==> config.mk <==
export PLATFORM = sky130hd
export DESIGN_NAME = three_wire_rtc_host_port
export DESIGN_NICKNAME = d
export VERILOG_FILES = /design/src/include/rtc_port_pkg.sv /design/src/ref_clock_gen.sv /design/src/three_wire_rtc_host_port.sv
export VERILOG_INCLUDE_DIRS = /design/src /design/src/include
export SDC_FILE = /design/constraint.sdc
export NUM_CORES = 1
export LEC_CHECK = 0
export BUFFER_PORTS_ARGS = -buffer_cell sky130_fd_sc_hd__buf_4
export CELL_PAD_IN_SITES_DETAIL_PLACEMENT = 2
export CELL_PAD_IN_SITES_GLOBAL_PLACEMENT = 2
export CORE_MARGIN = 3
export CORE_UTILIZATION = 40
export DETAILED_ROUTE_END_ITERATION = 10
export PLACE_DENSITY_LB_ADDON = 0.1
export SYNTH_ARGS = -nofsm -noshare
export SYNTH_HDL_FRONTEND = slang
export SYNTH_HIERARCHICAL = 1
export SYNTH_SLANG_ARGS = --single-unit
==> constraint.sdc <==
create_clock -name clk_i -period 2.2 [get_ports clk_i]
set_clock_uncertainty 0.05 [all_clocks]
set_input_delay 0.22 -clock clk_i [delete_from_list [all_inputs] [get_ports clk_i]]
set_output_delay 0.22 -clock clk_i [all_outputs]
set_load 0.03 [all_outputs]
==> src/include/rtc_port_params.svh <==
/*
 * constants of the three-wire clock host port: format codes, widths, timing.
 * assumes inclusion by bare name from package and modules.
 */
`ifndef RTC_PORT_PARAMS_SVH
`define RTC_PORT_PARAMS_SVH

`define FMT_WRITE_ONE     4'h8
`define FMT_WRITE_BURST   4'h0
`define FMT_READ_ONE      4'hc
`define FMT_READ_BURST    4'h4
`define ADDR_TOP          4'hf
`define CLK_HZ            40000000
`define REF_HZ            32768
`define REF_FRAC_W        32
`define REF_STEP          32'h0035afe5
`define CARRY_HOLD_MS     1000
`define CARRY_HOLD_CYCLES 40000000

`endif

==> src/include/rtc_port_pkg.sv <==
/*
 * types of the three-wire clock host port.
 * assumes rtc_port_params.svh on the include path.
 */
`include "rtc_port_params.svh"
package rtc_port_pkg;
   typedef enum logic [1:0] {
      PH_CMD,
      PH_WRITE,
      PH_READ
   } phase_t;
   typedef logic [3:0] addr_t;
   typedef logic [7:0] byte_t;
endpackage

==> src/ref_clock_gen.sv <==
/*
 * phase accumulator making a 32.768 kHz square wave from the system clock.
 * assumes clk_i at 40 MHz; output is a registered level.
 */
`timescale 1ns/1ps
`include "rtc_port_params.svh"
module ref_clock_gen (
   input  wire logic clk_i,
   input  wire logic resetn_i,
   output logic      ref_o
);
   logic [`REF_FRAC_W-1:0] acc;
   logic [`REF_FRAC_W-1:0] next_acc;

   // msb runs one full period per 2^32 / step clocks; jitter is one clock
   always_comb begin
      next_acc = acc + `REF_STEP;
   end

   always_ff @(posedge clk_i or negedge resetn_i) begin
      if (!resetn_i) begin
         acc   <= '0;
         ref_o <= 1'b0;
      end else begin
         acc   <= next_acc;
         ref_o <= next_acc[`REF_FRAC_W-1];
      end
   end
endmodule

==> src/three_wire_rtc_host_port.sv <==
/*
 * three-wire serial host port of a real-time clock: command decode, single and
 * burst read/write of 16 byte registers, seconds-carry hold, reference clock.
 * assumes chip select, serial clock and data in are synchronous to clk_i; the
 * register file itself sits outside and answers reg_rdata_i combinationally.
 */
// Behaviour
// - format 4h starts burst read from the address in the command byte's high nibble
// - burst address steps by one per byte, wraps Fh to 0h
// - burst read runs until chip select falls; driving stops then
// - single read and single write may chain in one session
// - formats: 8h single write, 0h burst write, Ch single read, 4h burst read
// - carry into seconds held while selected, for one second at most, released on chip select fall
// - reference output carries a continuous 32.768 kHz square wave
// - command byte: address high nibble, format low nibble, msb first
// - clock level at select rise picks the edges for output and input
// - session spans select high; data moves in whole bytes
// - after single write a fresh command byte is accepted
`timescale 1ns/1ps
`include "rtc_port_params.svh"
module three_wire_rtc_host_port
   import rtc_port_pkg::*;
#(
   parameter int CARRY_HOLD_CYCLES = `CARRY_HOLD_CYCLES
) (
   input  wire logic       clk_i,
   input  wire logic       resetn_i,
   input  wire logic       chip_select_i,
   input  wire logic       serial_clock_i,
   input  wire logic       serial_data_i,
   output logic            serial_data_o,
   output logic            serial_data_oe_o,
   output logic [3:0]      reg_addr_o,
   output logic [7:0]      reg_wdata_o,
   output logic            reg_write_o,
   input  wire logic [7:0] reg_rdata_i,
   input  wire logic       seconds_carry_i,
   output logic            seconds_carry_o,
   output logic            carry_held_o,
   output logic            reference_clock_out_o
);
   logic   cs_q;
   logic   sclk_q;
   logic   invert;
   phase_t phase;
   logic   burst;
   addr_t  addr;
   byte_t  shift_in;
   logic [2:0] bits;
   byte_t  shift_out;
   logic   carry_pend;
   logic [25:0] hold_cnt;
   logic   load;

   logic   next_invert;
   phase_t next_phase;
   logic   next_burst;
   addr_t  next_addr;
   byte_t  next_shift_in;
   logic [2:0] next_bits;
   byte_t  next_shift_out;
   logic   next_carry_pend;
   logic [25:0] next_hold_cnt;
   logic   next_load;
   addr_t  next_reg_addr;
   logic   next_sdo;
   logic   next_oe;
   logic   next_we;
   byte_t  next_wdata;
   logic   next_carry_out;

   logic cs_rise;
   logic cs_fall;
   logic rise;
   logic fall;
   logic take_edge;
   logic shift_edge;
   byte_t rx_byte;

   always_comb begin
      cs_rise = chip_select_i && !cs_q;
      cs_fall = !chip_select_i && cs_q;
      rise    = serial_clock_i && !sclk_q;
      fall    = !serial_clock_i && sclk_q;
      // low clock at select rise: output on rise, input on fall; else swapped
      take_edge  = invert ? rise : fall;
      shift_edge = invert ? fall : rise;
      rx_byte    = {shift_in[6:0], serial_data_i};
   end

   always_comb begin
      next_invert     = invert;
      next_phase      = phase;
      next_burst      = burst;
      next_addr       = addr;
      next_shift_in   = shift_in;
      next_bits       = bits;
      next_shift_out  = shift_out;
      next_carry_pend = carry_pend;
      next_hold_cnt   = hold_cnt;
      next_sdo        = serial_data_o;
      next_oe         = serial_data_oe_o;
      next_we         = 1'b0;
      next_wdata      = reg_wdata_o;
      next_carry_out  = 1'b0;
      next_load       = 1'b0;

      // carry arriving while selected waits for the select to drop
      if (seconds_carry_i) begin
         if (chip_select_i && hold_cnt < 26'(CARRY_HOLD_CYCLES)) begin
            next_carry_pend = 1'b1;
         end else begin
            next_carry_out = 1'b1;
         end
      end
      if (chip_select_i && carry_pend) begin
         next_hold_cnt = hold_cnt + 26'd1;
         // the hold lasts one second at most; beyond that the carry goes through
         if (hold_cnt >= 26'(CARRY_HOLD_CYCLES - 1)) begin
            next_carry_out  = 1'b1;
            // a carry arriving in the release cycle stays held, not lost
            next_carry_pend = seconds_carry_i && hold_cnt < 26'(CARRY_HOLD_CYCLES);
         end
      end

      if (cs_rise) begin
         next_invert = serial_clock_i;
         next_phase  = PH_CMD;
         next_bits   = 3'd0;
         next_oe     = 1'b0;
      end else if (!chip_select_i) begin
         next_phase = PH_CMD;
         next_oe    = 1'b0;
         next_bits  = 3'd0;
         if (carry_pend) begin
            next_carry_out  = 1'b1;
            // a carry arriving now goes out one cycle later, so none merge
            next_carry_pend = seconds_carry_i;
         end
         next_hold_cnt = '0;
      end else begin
         // reg_addr_o settles one cycle after the pointer moves; fetch then.
         // needs serial clock half periods of two clocks or more
         if (load) begin
            next_shift_out = reg_rdata_i;
         end
         if (shift_edge && phase == PH_READ) begin
            next_sdo       = shift_out[7];
            next_shift_out = {shift_out[6:0], 1'b0};
         end
         if (take_edge) begin
            next_shift_in = rx_byte;
            next_bits     = bits + 3'd1;
            if (bits == 3'd7) begin
               unique case (phase)
                  PH_CMD: begin
                     next_addr = rx_byte[7:4];
                     unique case (rx_byte[3:0])
                        `FMT_WRITE_ONE: begin
                           next_phase = PH_WRITE;
                           next_burst = 1'b0;
                        end
                        `FMT_WRITE_BURST: begin
                           next_phase = PH_WRITE;
                           next_burst = 1'b1;
                        end
                        `FMT_READ_ONE: begin
                           next_phase = PH_READ;
                           next_burst = 1'b0;
                        end
                        `FMT_READ_BURST: begin
                           next_phase = PH_READ;
                           next_burst = 1'b1;
                        end
                        default: next_phase = PH_CMD;
                     endcase
                     if (next_phase == PH_READ) begin
                        next_oe   = 1'b1;
                        next_load = 1'b1;
                     end
                  end
                  PH_WRITE: begin
                     next_we    = 1'b1;
                     next_wdata = rx_byte;
                     if (burst) begin
                        next_addr = addr + 4'd1;
                     end else begin
                        next_phase = PH_CMD;
                     end
                  end
                  PH_READ: begin
                     if (burst) begin
                        next_addr = addr + 4'd1;
                        next_load = 1'b1;
                     end else begin
                        next_phase = PH_CMD;
                        next_oe    = 1'b0;
                     end
                  end
                  default: next_phase = PH_CMD;
               endcase
            end
         end
      end
      // a write leaves with the address it aimed at, before the pointer steps
      next_reg_addr = (phase == PH_WRITE) ? addr : next_addr;
   end

   always_ff @(posedge clk_i or negedge resetn_i) begin
      if (!resetn_i) begin
         cs_q             <= 1'b0;
         sclk_q           <= 1'b0;
         invert           <= 1'b0;
         phase            <= PH_CMD;
         burst            <= 1'b0;
         addr             <= 4'h0;
         shift_in         <= 8'h00;
         bits             <= 3'd0;
         shift_out        <= 8'h00;
         carry_pend       <= 1'b0;
         hold_cnt         <= '0;
         load             <= 1'b0;
         serial_data_o    <= 1'b0;
         serial_data_oe_o <= 1'b0;
         reg_addr_o       <= 4'h0;
         reg_wdata_o      <= 8'h00;
         reg_write_o      <= 1'b0;
         seconds_carry_o  <= 1'b0;
         carry_held_o     <= 1'b0;
      end else begin
         cs_q             <= chip_select_i;
         sclk_q           <= serial_clock_i;
         invert           <= next_invert;
         phase            <= next_phase;
         burst            <= next_burst;
         addr             <= next_addr;
         shift_in         <= next_shift_in;
         bits             <= next_bits;
         shift_out        <= next_shift_out;
         carry_pend       <= next_carry_pend;
         hold_cnt         <= next_hold_cnt;
         load             <= next_load;
         serial_data_o    <= next_sdo;
         serial_data_oe_o <= next_oe;
         reg_addr_o       <= next_reg_addr;
         reg_wdata_o      <= next_wdata;
         reg_write_o      <= next_we;
         seconds_carry_o  <= next_carry_out;
         carry_held_o     <= next_carry_pend;
      end
   end

   ref_clock_gen u_ref (
      .clk_i    (clk_i),
      .resetn_i (resetn_i),
      .ref_o    (reference_clock_out_o)
   );
endmodule

== Word-level counts from Yosys, hierarchy flattened ==
Cells that the tools add are included.

* Bitwise gates (word level): 1
* Add/sub/neg operators: 4
* Equal/unequal tests: 13
* Reduce and logical (&&, ||, !) cells: 26
* Order comparisons: 2
* Multiplexer cells: 63

{| class="wikitable"
|+ Operators with widths
! operator !! number
|-
| $mux 26 || 3
|-
| $mux 1 || 33
|-
| $add 32x22->32 const B || 1
|-
| $add 26x1->26 const B || 1
|-
| $ge 26x26->1 const B || 1
|-
| $lt 26x26->1 const B || 1
|-
| $mux 4 || 6
|-
| $mux 2 || 10
|-
| $mux 8 || 2
|-
| $reduce_and 3->1 || 4
|-
| $reduce_and 5->1 || 2
|-
| $reduce_or 2->1 || 5
|-
| $mux 3 || 3
|-
| $eq 4x4->1 const B || 2
|-
| $ne 4x4->1 const B || 2
|-
| $pmux 2 s2 || 2
|-
| $pmux 4 s2 || 1
|-
| $logic_and 1x1->1 || 7
|-
| $ne 3x1->1 const B || 2
|-
| $pmux 1 s2 || 3
|-
| $reduce_and 6->1 || 1
|-
| $add 4x1->4 const B || 1
|-
| $eq 2x2->1 const B || 2
|-
| $eq 4x3->1 const B || 1
|-
| 10 further kinds || 13
|}

* Word-level logic and storage cells: 129
* Register bits after elaboration: 105
* Output and inout port bits: 18
* Input bits: 14

== Depth between registers and ports, before layout ==
Gate-level depths: netlist of run 1.

* Depth after elaboration: 15
* Mapped depth: 7
* Depth with buffers taken out: 6

== By module ==
The synthesis of run 1 kept the hierarchy.

{| class="wikitable"
|+ By module, submodules not included
! module !! cells each !! area each (um^2) !! times used
|-
| three_wire_rtc_host_port || 363 || 3769.9 || 1
|-
| ref_clock_gen || 129 || 1476.4 || 1
|}

== Worst setup path before layout of run 1 ==
Ideal clock, no wire load.

* Path kind: register to register
* Start point: register bits[1]
* End point: register reg_addr_o[0]
* Setup slack: 0.367 ns
* Clock period less this slack: 1.833 ns
* Data arrival time: 1.662 ns
* Setup time: 0.121 ns
* Stages on the path, launching flop included: 8
* Cell sequence: dfrtp_1 ha_1 ha_1 clkbuf_1 nand2b_1 a2111oi_4 nand2_1 a22o_1

* Word-level cells in the longest chain between the ends: 6

{| class="wikitable"
|+ Ends and longest elaborated chain
! element !! line !! text
|-
| start, declared || three_wire_rtc_host_port.sv:49 || <nowiki>logic [2:0] bits;</nowiki>
|-
| start signal, assigned || three_wire_rtc_host_port.sv:238 || <nowiki>bits <= next_bits;</nowiki>
|-
| $eq 3x3->1 || three_wire_rtc_host_port.sv:154 || <nowiki>if (bits == 3'd7) begin</nowiki>
|-
| $mux 4 || three_wire_rtc_host_port.sv:154 ||
|-
| $mux 4 || three_wire_rtc_host_port.sv:151 || <nowiki>if (take_edge) begin</nowiki>
|-
| $mux 4 || three_wire_rtc_host_port.sv:131 || <nowiki>end else if (!chip_select_i) begin</nowiki>
|-
| $mux 4 || three_wire_rtc_host_port.sv:126 || <nowiki>if (cs_rise) begin</nowiki>
|-
| $mux 4 || three_wire_rtc_host_port.sv:206 || <nowiki>next_reg_addr = (phase == PH_WRITE) ? addr : next_addr;</nowiki>
|-
| via next_reg_addr[0] || three_wire_rtc_host_port.sv:65 || <nowiki>addr_t next_reg_addr;</nowiki>
|-
| end signal, assigned || three_wire_rtc_host_port.sv:245 || <nowiki>reg_addr_o <= next_reg_addr;</nowiki>
|-
| end, declared || three_wire_rtc_host_port.sv:33 || <nowiki>output logic [3:0] reg_addr_o,</nowiki>
|}

The timed path passes the listed nets, and every way through them passes these cells.
A chain may end at the register's enable or synchronous reset.

== Final worst setup path of run 1 ==
* Start point: register invert
* End point: register reg_addr_o[0]

* Word-level cells in the longest chain between the ends: 5

{| class="wikitable"
|+ Ends and longest elaborated chain
! element !! line !! text
|-
| start, declared || three_wire_rtc_host_port.sv:44 || <nowiki>logic invert;</nowiki>
|-
| start signal, assigned || three_wire_rtc_host_port.sv:233 || <nowiki>invert <= next_invert;</nowiki>
|-
| $mux 1 || three_wire_rtc_host_port.sv:86 || <nowiki>take_edge = invert ? rise : fall;</nowiki>
|-
| $mux 4 || three_wire_rtc_host_port.sv:151 ||
|-
| $mux 4 || three_wire_rtc_host_port.sv:131 ||
|-
| $mux 4 || three_wire_rtc_host_port.sv:126 ||
|-
| $mux 4 || three_wire_rtc_host_port.sv:206 ||
|-
| via next_reg_addr[0] || three_wire_rtc_host_port.sv:65 ||
|}

The timed path passes the listed nets, and every way through them passes these cells.

==> metrics.md, run 1 <==
| Metric | Value |
|---|---|
| Maximum vdd drop | `about 0.00054 V` |
| Placer Congestion | `~0.77` |
| Die area | `around 15000 um2` |
| Area of the core | `~13000 um2` |
| Post-synth EDFFs | `0` |
| Top-count cell post-synth | `dfrtp_1` |
| CTS buffer count | `9` |
| Die Y | `121 um` |
| Largest area contributor in the netlist | `dfrtp_1` |
| Routed via count | `just under 4000` |
| Antenna-violating nets left | `0` |
| Layout cell share with drive strength beyond 1 | `0.164` |
| Syn avg cell area | `around 11 um2` |
| Clock Sinks | `about 100` |
| CP Class | `reg -> reg` |
| Min cycle time layout | `roughly 2 ns` |
| Number of distinct library cells after synthesis | `66` |
| CP Capture Type | `flop` |
| Post-synth ARST share | `1.00` |
| Die X | `~120 um` |
| Slew @ Worst Pin | `0.664 ns` |
| Layout area overhead | `14.0%` |
| TritonCTS clock tree | `yes` |
| Per-cell routed wire length | `about 18 um` |
| Final wirelength | `12800 um` |
| PwrDens | `636 nW/um2` |
| Mapped cell area | `5250 um2` |
| Vias in the first global route | `about 4300` |
| Leakage | `2.57 nW` |
| N_diodes | `0` |
| Max cap viols | `0` |
| GRT Residual Overflow | `0` |
| Final Setup Violations | `0` |
| Final instance area | `5980 um2` |
| Post-Syn Instances | `492` |
| IO Count | `32` |
| Starting Density | `0.412` |
| Vias per inst | `roughly 5.6` |
| DP Area | `between 5000 and 6000 um2` |
| Setup_tns | `0 ns` |
| Initial antenna violation count | `0` |
| Fill count | `about 1300` |
| Fmax | `~500 MHz` |
| Seq/Total Area, Yosys | `0.496` |
| # port buffers | `31` |
| Yosys Warn Count | `6` |
| Critical path data arrival time | `approximately 2.2 ns` |
| Post-Syn Nets | `515` |
| Drt pass-1 iters | `4` |
| Status | `completed` |
| Reg area | `~2600 um2` |
| Critical path startpoint category | `flop` |
| Ys flop type | `dfrtp_1` |
| Drt initial violations | `210` |
| Tcrit/Tclk final | `0.909` |
| Slew Viols, Final | `0` |
| RSZ-0062 raised after global routing | `false` |
| Final #Nets | `between 500 and 600` |
| #FFs+latches synth | `~100` |
| Top cells by area, synth | `dfrtp_1 (50%), mux2_2 (3.2%), xnor2_1 (3.2%)` |
| CTS root buffer | `clkbuf_16` |
| Post-DP HPWL | `~9000 um` |
| Total GRT Usage | `0.190` |
| H-tree levels | `3` |
| Fin. Hold Viols | `0` |
| Hold WC Path Type | `in -> reg` |
| Most frequent cells after synthesis | `dfrtp_1 (104), nand2_1 (41), nor2_1 (26), a21oi_1 (23)` |
| Row count | `between 40 and 50` |
| Slew HR | `0.557` |
| Multi-input logic area | `between 2000 and 2500 um2` |
| Worst-Skew Late Latency | `between 0.3 and 0.4 ns` |
| # DRC | `0` |
| Proportion of netlist area held by the largest area contributor | `0.496` |
| Largest net degree at the start of global routing | `65` |
| First-pass GRT wire length | `roughly 22000 um` |
| Crit-path max FO | `13` |
| CP required | `around 2.4 ns` |
| Clk slew on worst S/H paths | `approximately 0.07 ns` |
| Deepest clock path buffer count | `2` |
## sequential cells by signal (all words and copies together) (netlist names)
| signal | flops |
|---|---|
| sclk_q | 1 |
| serial_data_o | 1 |
| cs_q | 1 |
| reg_wdata_o | 8 |
| shift_out | 8 |
| reg_addr_o | 4 |
| serial_data_oe_o | 1 |
| load | 1 |
| bits | 3 |
| reg_write_o | 1 |
| carry_pend | 1 |
| phase | 2 |
| hold_cnt | 26 |
| u_ref/acc | 32 |
| addr | 4 |
| burst | 1 |
| seconds_carry_o | 1 |
| invert | 1 |
| shift_in | 7 |
## worst paths after layout
path	start	endpoint	slack, ns	cells after the start
max reg2reg	invert	reg_addr_o[0]	0.20	4
min reg2reg	u_ref/acc[0]	u_ref/acc[0]	0.40	1
min in group asynchronous	resetn_i	seconds_carry_o	0.26	2
max	invert	reg_addr_o[0]	0.20	4
min	serial_clock_i	sclk_q	0.04	1
max in group asynchronous	resetn_i	u_ref/acc[20]	1.20	3
## routing by layer
metal,vias up,GRT usage,wire length [um]
li1,1857,-,-
met1,2035,0.242,5660
met2,29,0.331,6830
met3,6,0.0426,266
met4,0,0.0404,66
met5,-,0,0
## critical path, cell delays in order (launching register included)
cell,delay [ns]
dfrtp_1,0.52
or3b_4,0.47
a2111oi_4,0.46
nand2_1,0.17
a22o_1,0.21
## cells by family (layout without fill, tap and decap cells)
family | count (synthesis) | after routing | share of synthesized area
and+or+nand+nor | 171 | 171 | 0.186
DFF | 104 | 104 | 0.496
AOI/OAI and AO/OA | 102 | 102 | 0.140
xor gates and xnor gates | 38 | 38 | 0.0634
buffers and inverters | 38 | 77 | 0.0317
muxes | 30 | 30 | 0.0611
adders and majority gates | 9 | 9 | 0.0215
## final cells by class
cell class,instances,area share
multi-input cells,350,0.415
clock inverters,5,0.00544
inverters,17,0.0107
clock buffers,11,0.0406
flip-flops and latches,104,0.435
repair buffers,44,0.0577
well taps,172,0.0360
## timing repair
item | 4_1_cts | 5_1_grt
endpoints found under the setup margin | 0 | 1
hold buffers | 1 | 0
setup buffers | 0 | 0
hold endpoints to repair | 19 | 0
gates resized for setup | 0 | 1
## layout by cell type, fill, tap and decap left out, drive strengths merged, types with 6 or more instances in the layout
cell type and count:
o31ai 10, o21ai 18, and3 11, mux2 16, a21oi 24, and4 6, nor2 26, nand2b 13
xnor2 19, clkbuf 11, or4 9, ha 9, buf 43, dfrtp 104, nand4 15, nor4 6
nand2 41, a2bb2oi 7, inv 17, nand3 19, mux2i 14, xor2 19
## metrics by stage
| stage | utilization | std cells | hold slack [ns] | power (mW) | setup WS [ns] |
|---|---|---|---|---|---|
| 2_1_floorplan | - | 492 | -0.126 | 2.20 | 0.367 |
| 3_3_place_gp | 0.448 | 686 | 0.0918 | 2.32 | 0.308 |
| 3_5_place_dp | 0.448 | 686 | 0.0922 | 2.34 | 0.151 |
| 4_1_cts | 0.470 | 703 | 0.0138 | 3.89 | 0.132 |
| 5_1_grt | 0.470 | 703 | 0.0168 | 4.00 | 0.0562 |
| 6_report | 0.470 | 703 | 0.0353 | 3.81 | 0.199 |
## report_power, final
group	total, mW	leakage (nW)	switching (mW)	internal [mW]
Clock	1.51	0.128	0.713	0.795
Sequential	2.04	1.34	0.0692	1.97
Combinational	0.261	1.10	0.150	0.111
(Power assumes the default switching activity.)
==> run 2, diff against run 1 <==
ABC_AREA = 1   (was not set)
CORE_UTILIZATION = 36   (was 40)
==> run 2 against run 1 <==
Worst hold slack better by 0.0082 ns. Sequential power barely moved. Wire length is 37% higher. Combinational power is 27% higher. Fmax is 10% higher. Total power is 4.4% higher. Count of clock-buffer cells in the layout is 1 lower. First-iteration DRC count shrank 38%. Synthesized cell count up 62%. Final area grew 11%. Largest cell class is now multi-input combinational cells. Largest power group unchanged.
==> metrics.md, run 2 <==
| Metric | Value |
|---|---|
| CP Capture Type | `flop` |
| Starting Density | `0.369` |
| Most frequent cells after synthesis | `nand2_1 (228), inv_1 (108), dfrtp_1 (104), nor2_1 (94), nand3_1 (58)` |
| Placer Congestion | `0.814` |
| Post-synthesis mux area share | `0` |
| Slew Viols, Final | `0` |
| PwrDens | `596 nW/um2` |
| Fmax | `551 MHz` |
| Clock power share | `0.407` |
| Ys flop type | `dfrtp_1` |
| Status | `completed` |
| Compound-Gate Fraction of Synth Area | `0.0809` |
| Min cycle time layout | `1.82 ns` |
| RSZ-0062 raised after global routing | `false` |
| Die Y | `between 100 and 150 um` |
| Synth Area in Adders | `0.0191` |
| Largest area contributor in the netlist | `dfrtp_1` |
| Pint | `2.90 mW` |
| CTS root buffer | `clkbuf_16` |
| Switching Fraction | `0.270` |
| Slew @ Worst Pin | `~0.54 ns` |
| Leakage | `approximately 3.3 nW` |
| Net Sw Power | `approximately 1.1 mW` |
| Top cells by area, synth | `dfrtp_1 (44%), nand2_1 (15%), inv_1 (6.9%)` |
| Largest reg by FF count | `u_ref/acc` |
| Yosys Warn Count | `6` |
| Post-synth ARST share | `1.00` |
| Xor/xnor share of the synthesized area | `0.0266` |
| IO Count | `32` |
| Number of distinct library cells after synthesis | `39` |
| Syn avg cell area | `7.37 um2` |
| Top-count cell post-synth | `nand2_1` |
| Post-synth EDFFs | `0` |
| Hold WC Path Type | `in -> reg` |
| Proportion of netlist area held by the largest area contributor | `0.442` |
| Layout area overhead | `13.2%` |
| Simple-Gate Fraction of Synth Area | `0.342` |
| Area of the core | `~16000 um2` |
| Vias per inst | `between 5 and 6` |
| Initial antenna violation count | `0` |
| Deepest clock path buffer count | `2` |
| Die X | `~130 um` |
| Clock Sinks | `roughly 100` |
| GRT Residual Overflow | `0` |
| Seq/Total Area, Yosys | `0.442` |
| Die area | `17900 um2` |
| Drt pass-1 iters | `4` |
| Fin. Hold Viols | `0` |
| CP required | `2.38 ns` |
| Vias in the first global route | `between 6000 and 7000` |
| Layout cell share with drive strength beyond 1 | `0.125` |
| Post-Syn Nets | `822` |
| Most frequent cells in the layout | `nand2_1 (228), inv_1 (108), dfrtp_1 (104)` |
| N_diodes | `0` |
| Final Setup Violations | `0` |
| Routed via count | `between 5000 and 6000` |
| Post-Syn Instances | `approximately 800` |
| Crit-path max FO | `15` |
| Final core occ | `0.418` |
| Max reg flops | `32` |
| First-pass GRT wire length | `30400 um` |
| Final #Nets | `~860` |
| Final wirelength | `17600 um` |
| Post-DP HPWL | `around 14000 um` |
| Combinational fraction of design power | `0.083` |
| # DRC | `0` |
| Biggest regs | `u_ref/acc: 32 flops, hold_cnt: 26 flops` |
| Critical path startpoint category | `flop` |
| Critical path data arrival time | `about 2 ns` |
| Row count | `46` |
| Mapped cell area | `5890 um2` |
| Tcrit/Tclk final | `0.826` |
| Max cap viols | `0` |
| Sequential share of power | `0.510` |
| #FFs+latches synth | `around 100` |
| Maximum vdd drop | `approximately 0.0004 V` |
| CTS buffer count | `9` |
| # port buffers | `31` |
| Worst-Skew Late Latency | `~0.36 ns` |
| Largest family of logic cells by synthesized area | `simple AND/OR/NAND/NOR gates` |
| Clk slew on worst S/H paths | `approximately 0.080 ns` |
| Largest net degree at the start of global routing | `57` |
| Most common cell after layout, fill and taps aside | `nand2_1` |
| TritonCTS clock tree | `yes` |
| Drt initial violations | `between 100 and 150` |
| Per-cell routed wire length | `roughly 17 um` |
| CP Class | `reg -> reg` |
| Antenna-violating nets left | `0` |
| Hold Slack | `approximately 0.044 ns` |
| Setup_tns | `0 ns` |
| H-tree levels | `3` |
| Total GRT Usage | `0.211` |
| Slew HR | `0.642` |
[run 2: cell count changes after synthesis, sizes merged, moves of 18 or more]
cell and delta:
nand2 +202, inv +102, nand3 +43, xnor2 -18, nor2 +85, o21ai +34
[run 2: area by class of cell]
| class | instances | area, um2 |
|---|---|---|
| multi-input cells | 565 | 2760 |
| clock buffers | 10 | 239 |
| inverters | 119 | 449 |
| flip-flops and latches | 104 | 2600 |
| fillers | 1928 | 9270 |
| repair buffers | 37 | 295 |
| well taps | 216 | 270 |
| clock inverters | 6 | 50.0 |
[run 2: final timing paths]
path / startpoint / endpoint / slack [ns] / cells past startpoint
worst max-delay path: phase[0] / shift_out[5] / 0.38 / 7
worst min-delay path: chip_select_i / cs_q / 0.04 / 1
worst max register to register: phase[0] / shift_out[5] / 0.38 / 7
worst min register to register: u_ref/acc[0] / u_ref/acc[0] / 0.41 / 1
max in group asynchronous: resetn_i / reg_wdata_o[2] / 1.13 / 3
min in group asynchronous: resetn_i / shift_out[3] / 0.30 / 2
[run 2: cell families after synthesis]
kind of cell | after synthesis
and+or+nand+nor | 450
buffers and inverters | 130
DFF | 104
AOI/OAI and AO/OA | 89
xor gates and xnor gates | 17
adders and majority gates | 9
[run 2: per-layer routing]
metal  track usage  routed length [um]  vias to the layer above
li1              -                   -                     2580
met1         0.252                7530                     2661
met2         0.396                9550                       32
met3        0.0323                 245                       15
met4        0.0514                 240                        0
met5             0                   0                        -
[run 2: timing repair]
item                                   CTS  global route
endpoints found under the hold margin   30             0
hold buffers                             2             0
setup buffers                            0             0
resized for setup                        0             0
[run 2: power by group through the flow]
stage	registers (mW)	logic [mW]	clock network, mW
2_1_floorplan	2.07	0.164	0
3_3_place_gp	2.06	0.315	0
3_5_place_dp	2.06	0.333	0
4_1_cts	2.03	0.343	1.69
5_1_grt	2.04	0.382	1.75
6_report	2.03	0.331	1.62
[run 2: critical path, cell delays in order (launching register included)]
cell and delay [ns]:
dfrtp_1 0.41, inv_1 0.11, ha_1 0.25, nand2_1 0.36, nand2_1 0.20, o21ai_0 0.13
nand2_1 0.08, o21ai_0 0.08
[run 2: metrics by stage]
stage	std cells	power, mW	worst slack [ns]	cell area [um2]
6_report	1057	3.97	0.384	6670
2_1_floorplan	799	2.23	0.671	5890
4_1_cts	1057	4.06	0.348	6670
3_3_place_gp	1039	2.37	0.560	6360
5_1_grt	1057	4.17	0.217	6670
3_5_place_dp	1039	2.40	0.413	6360
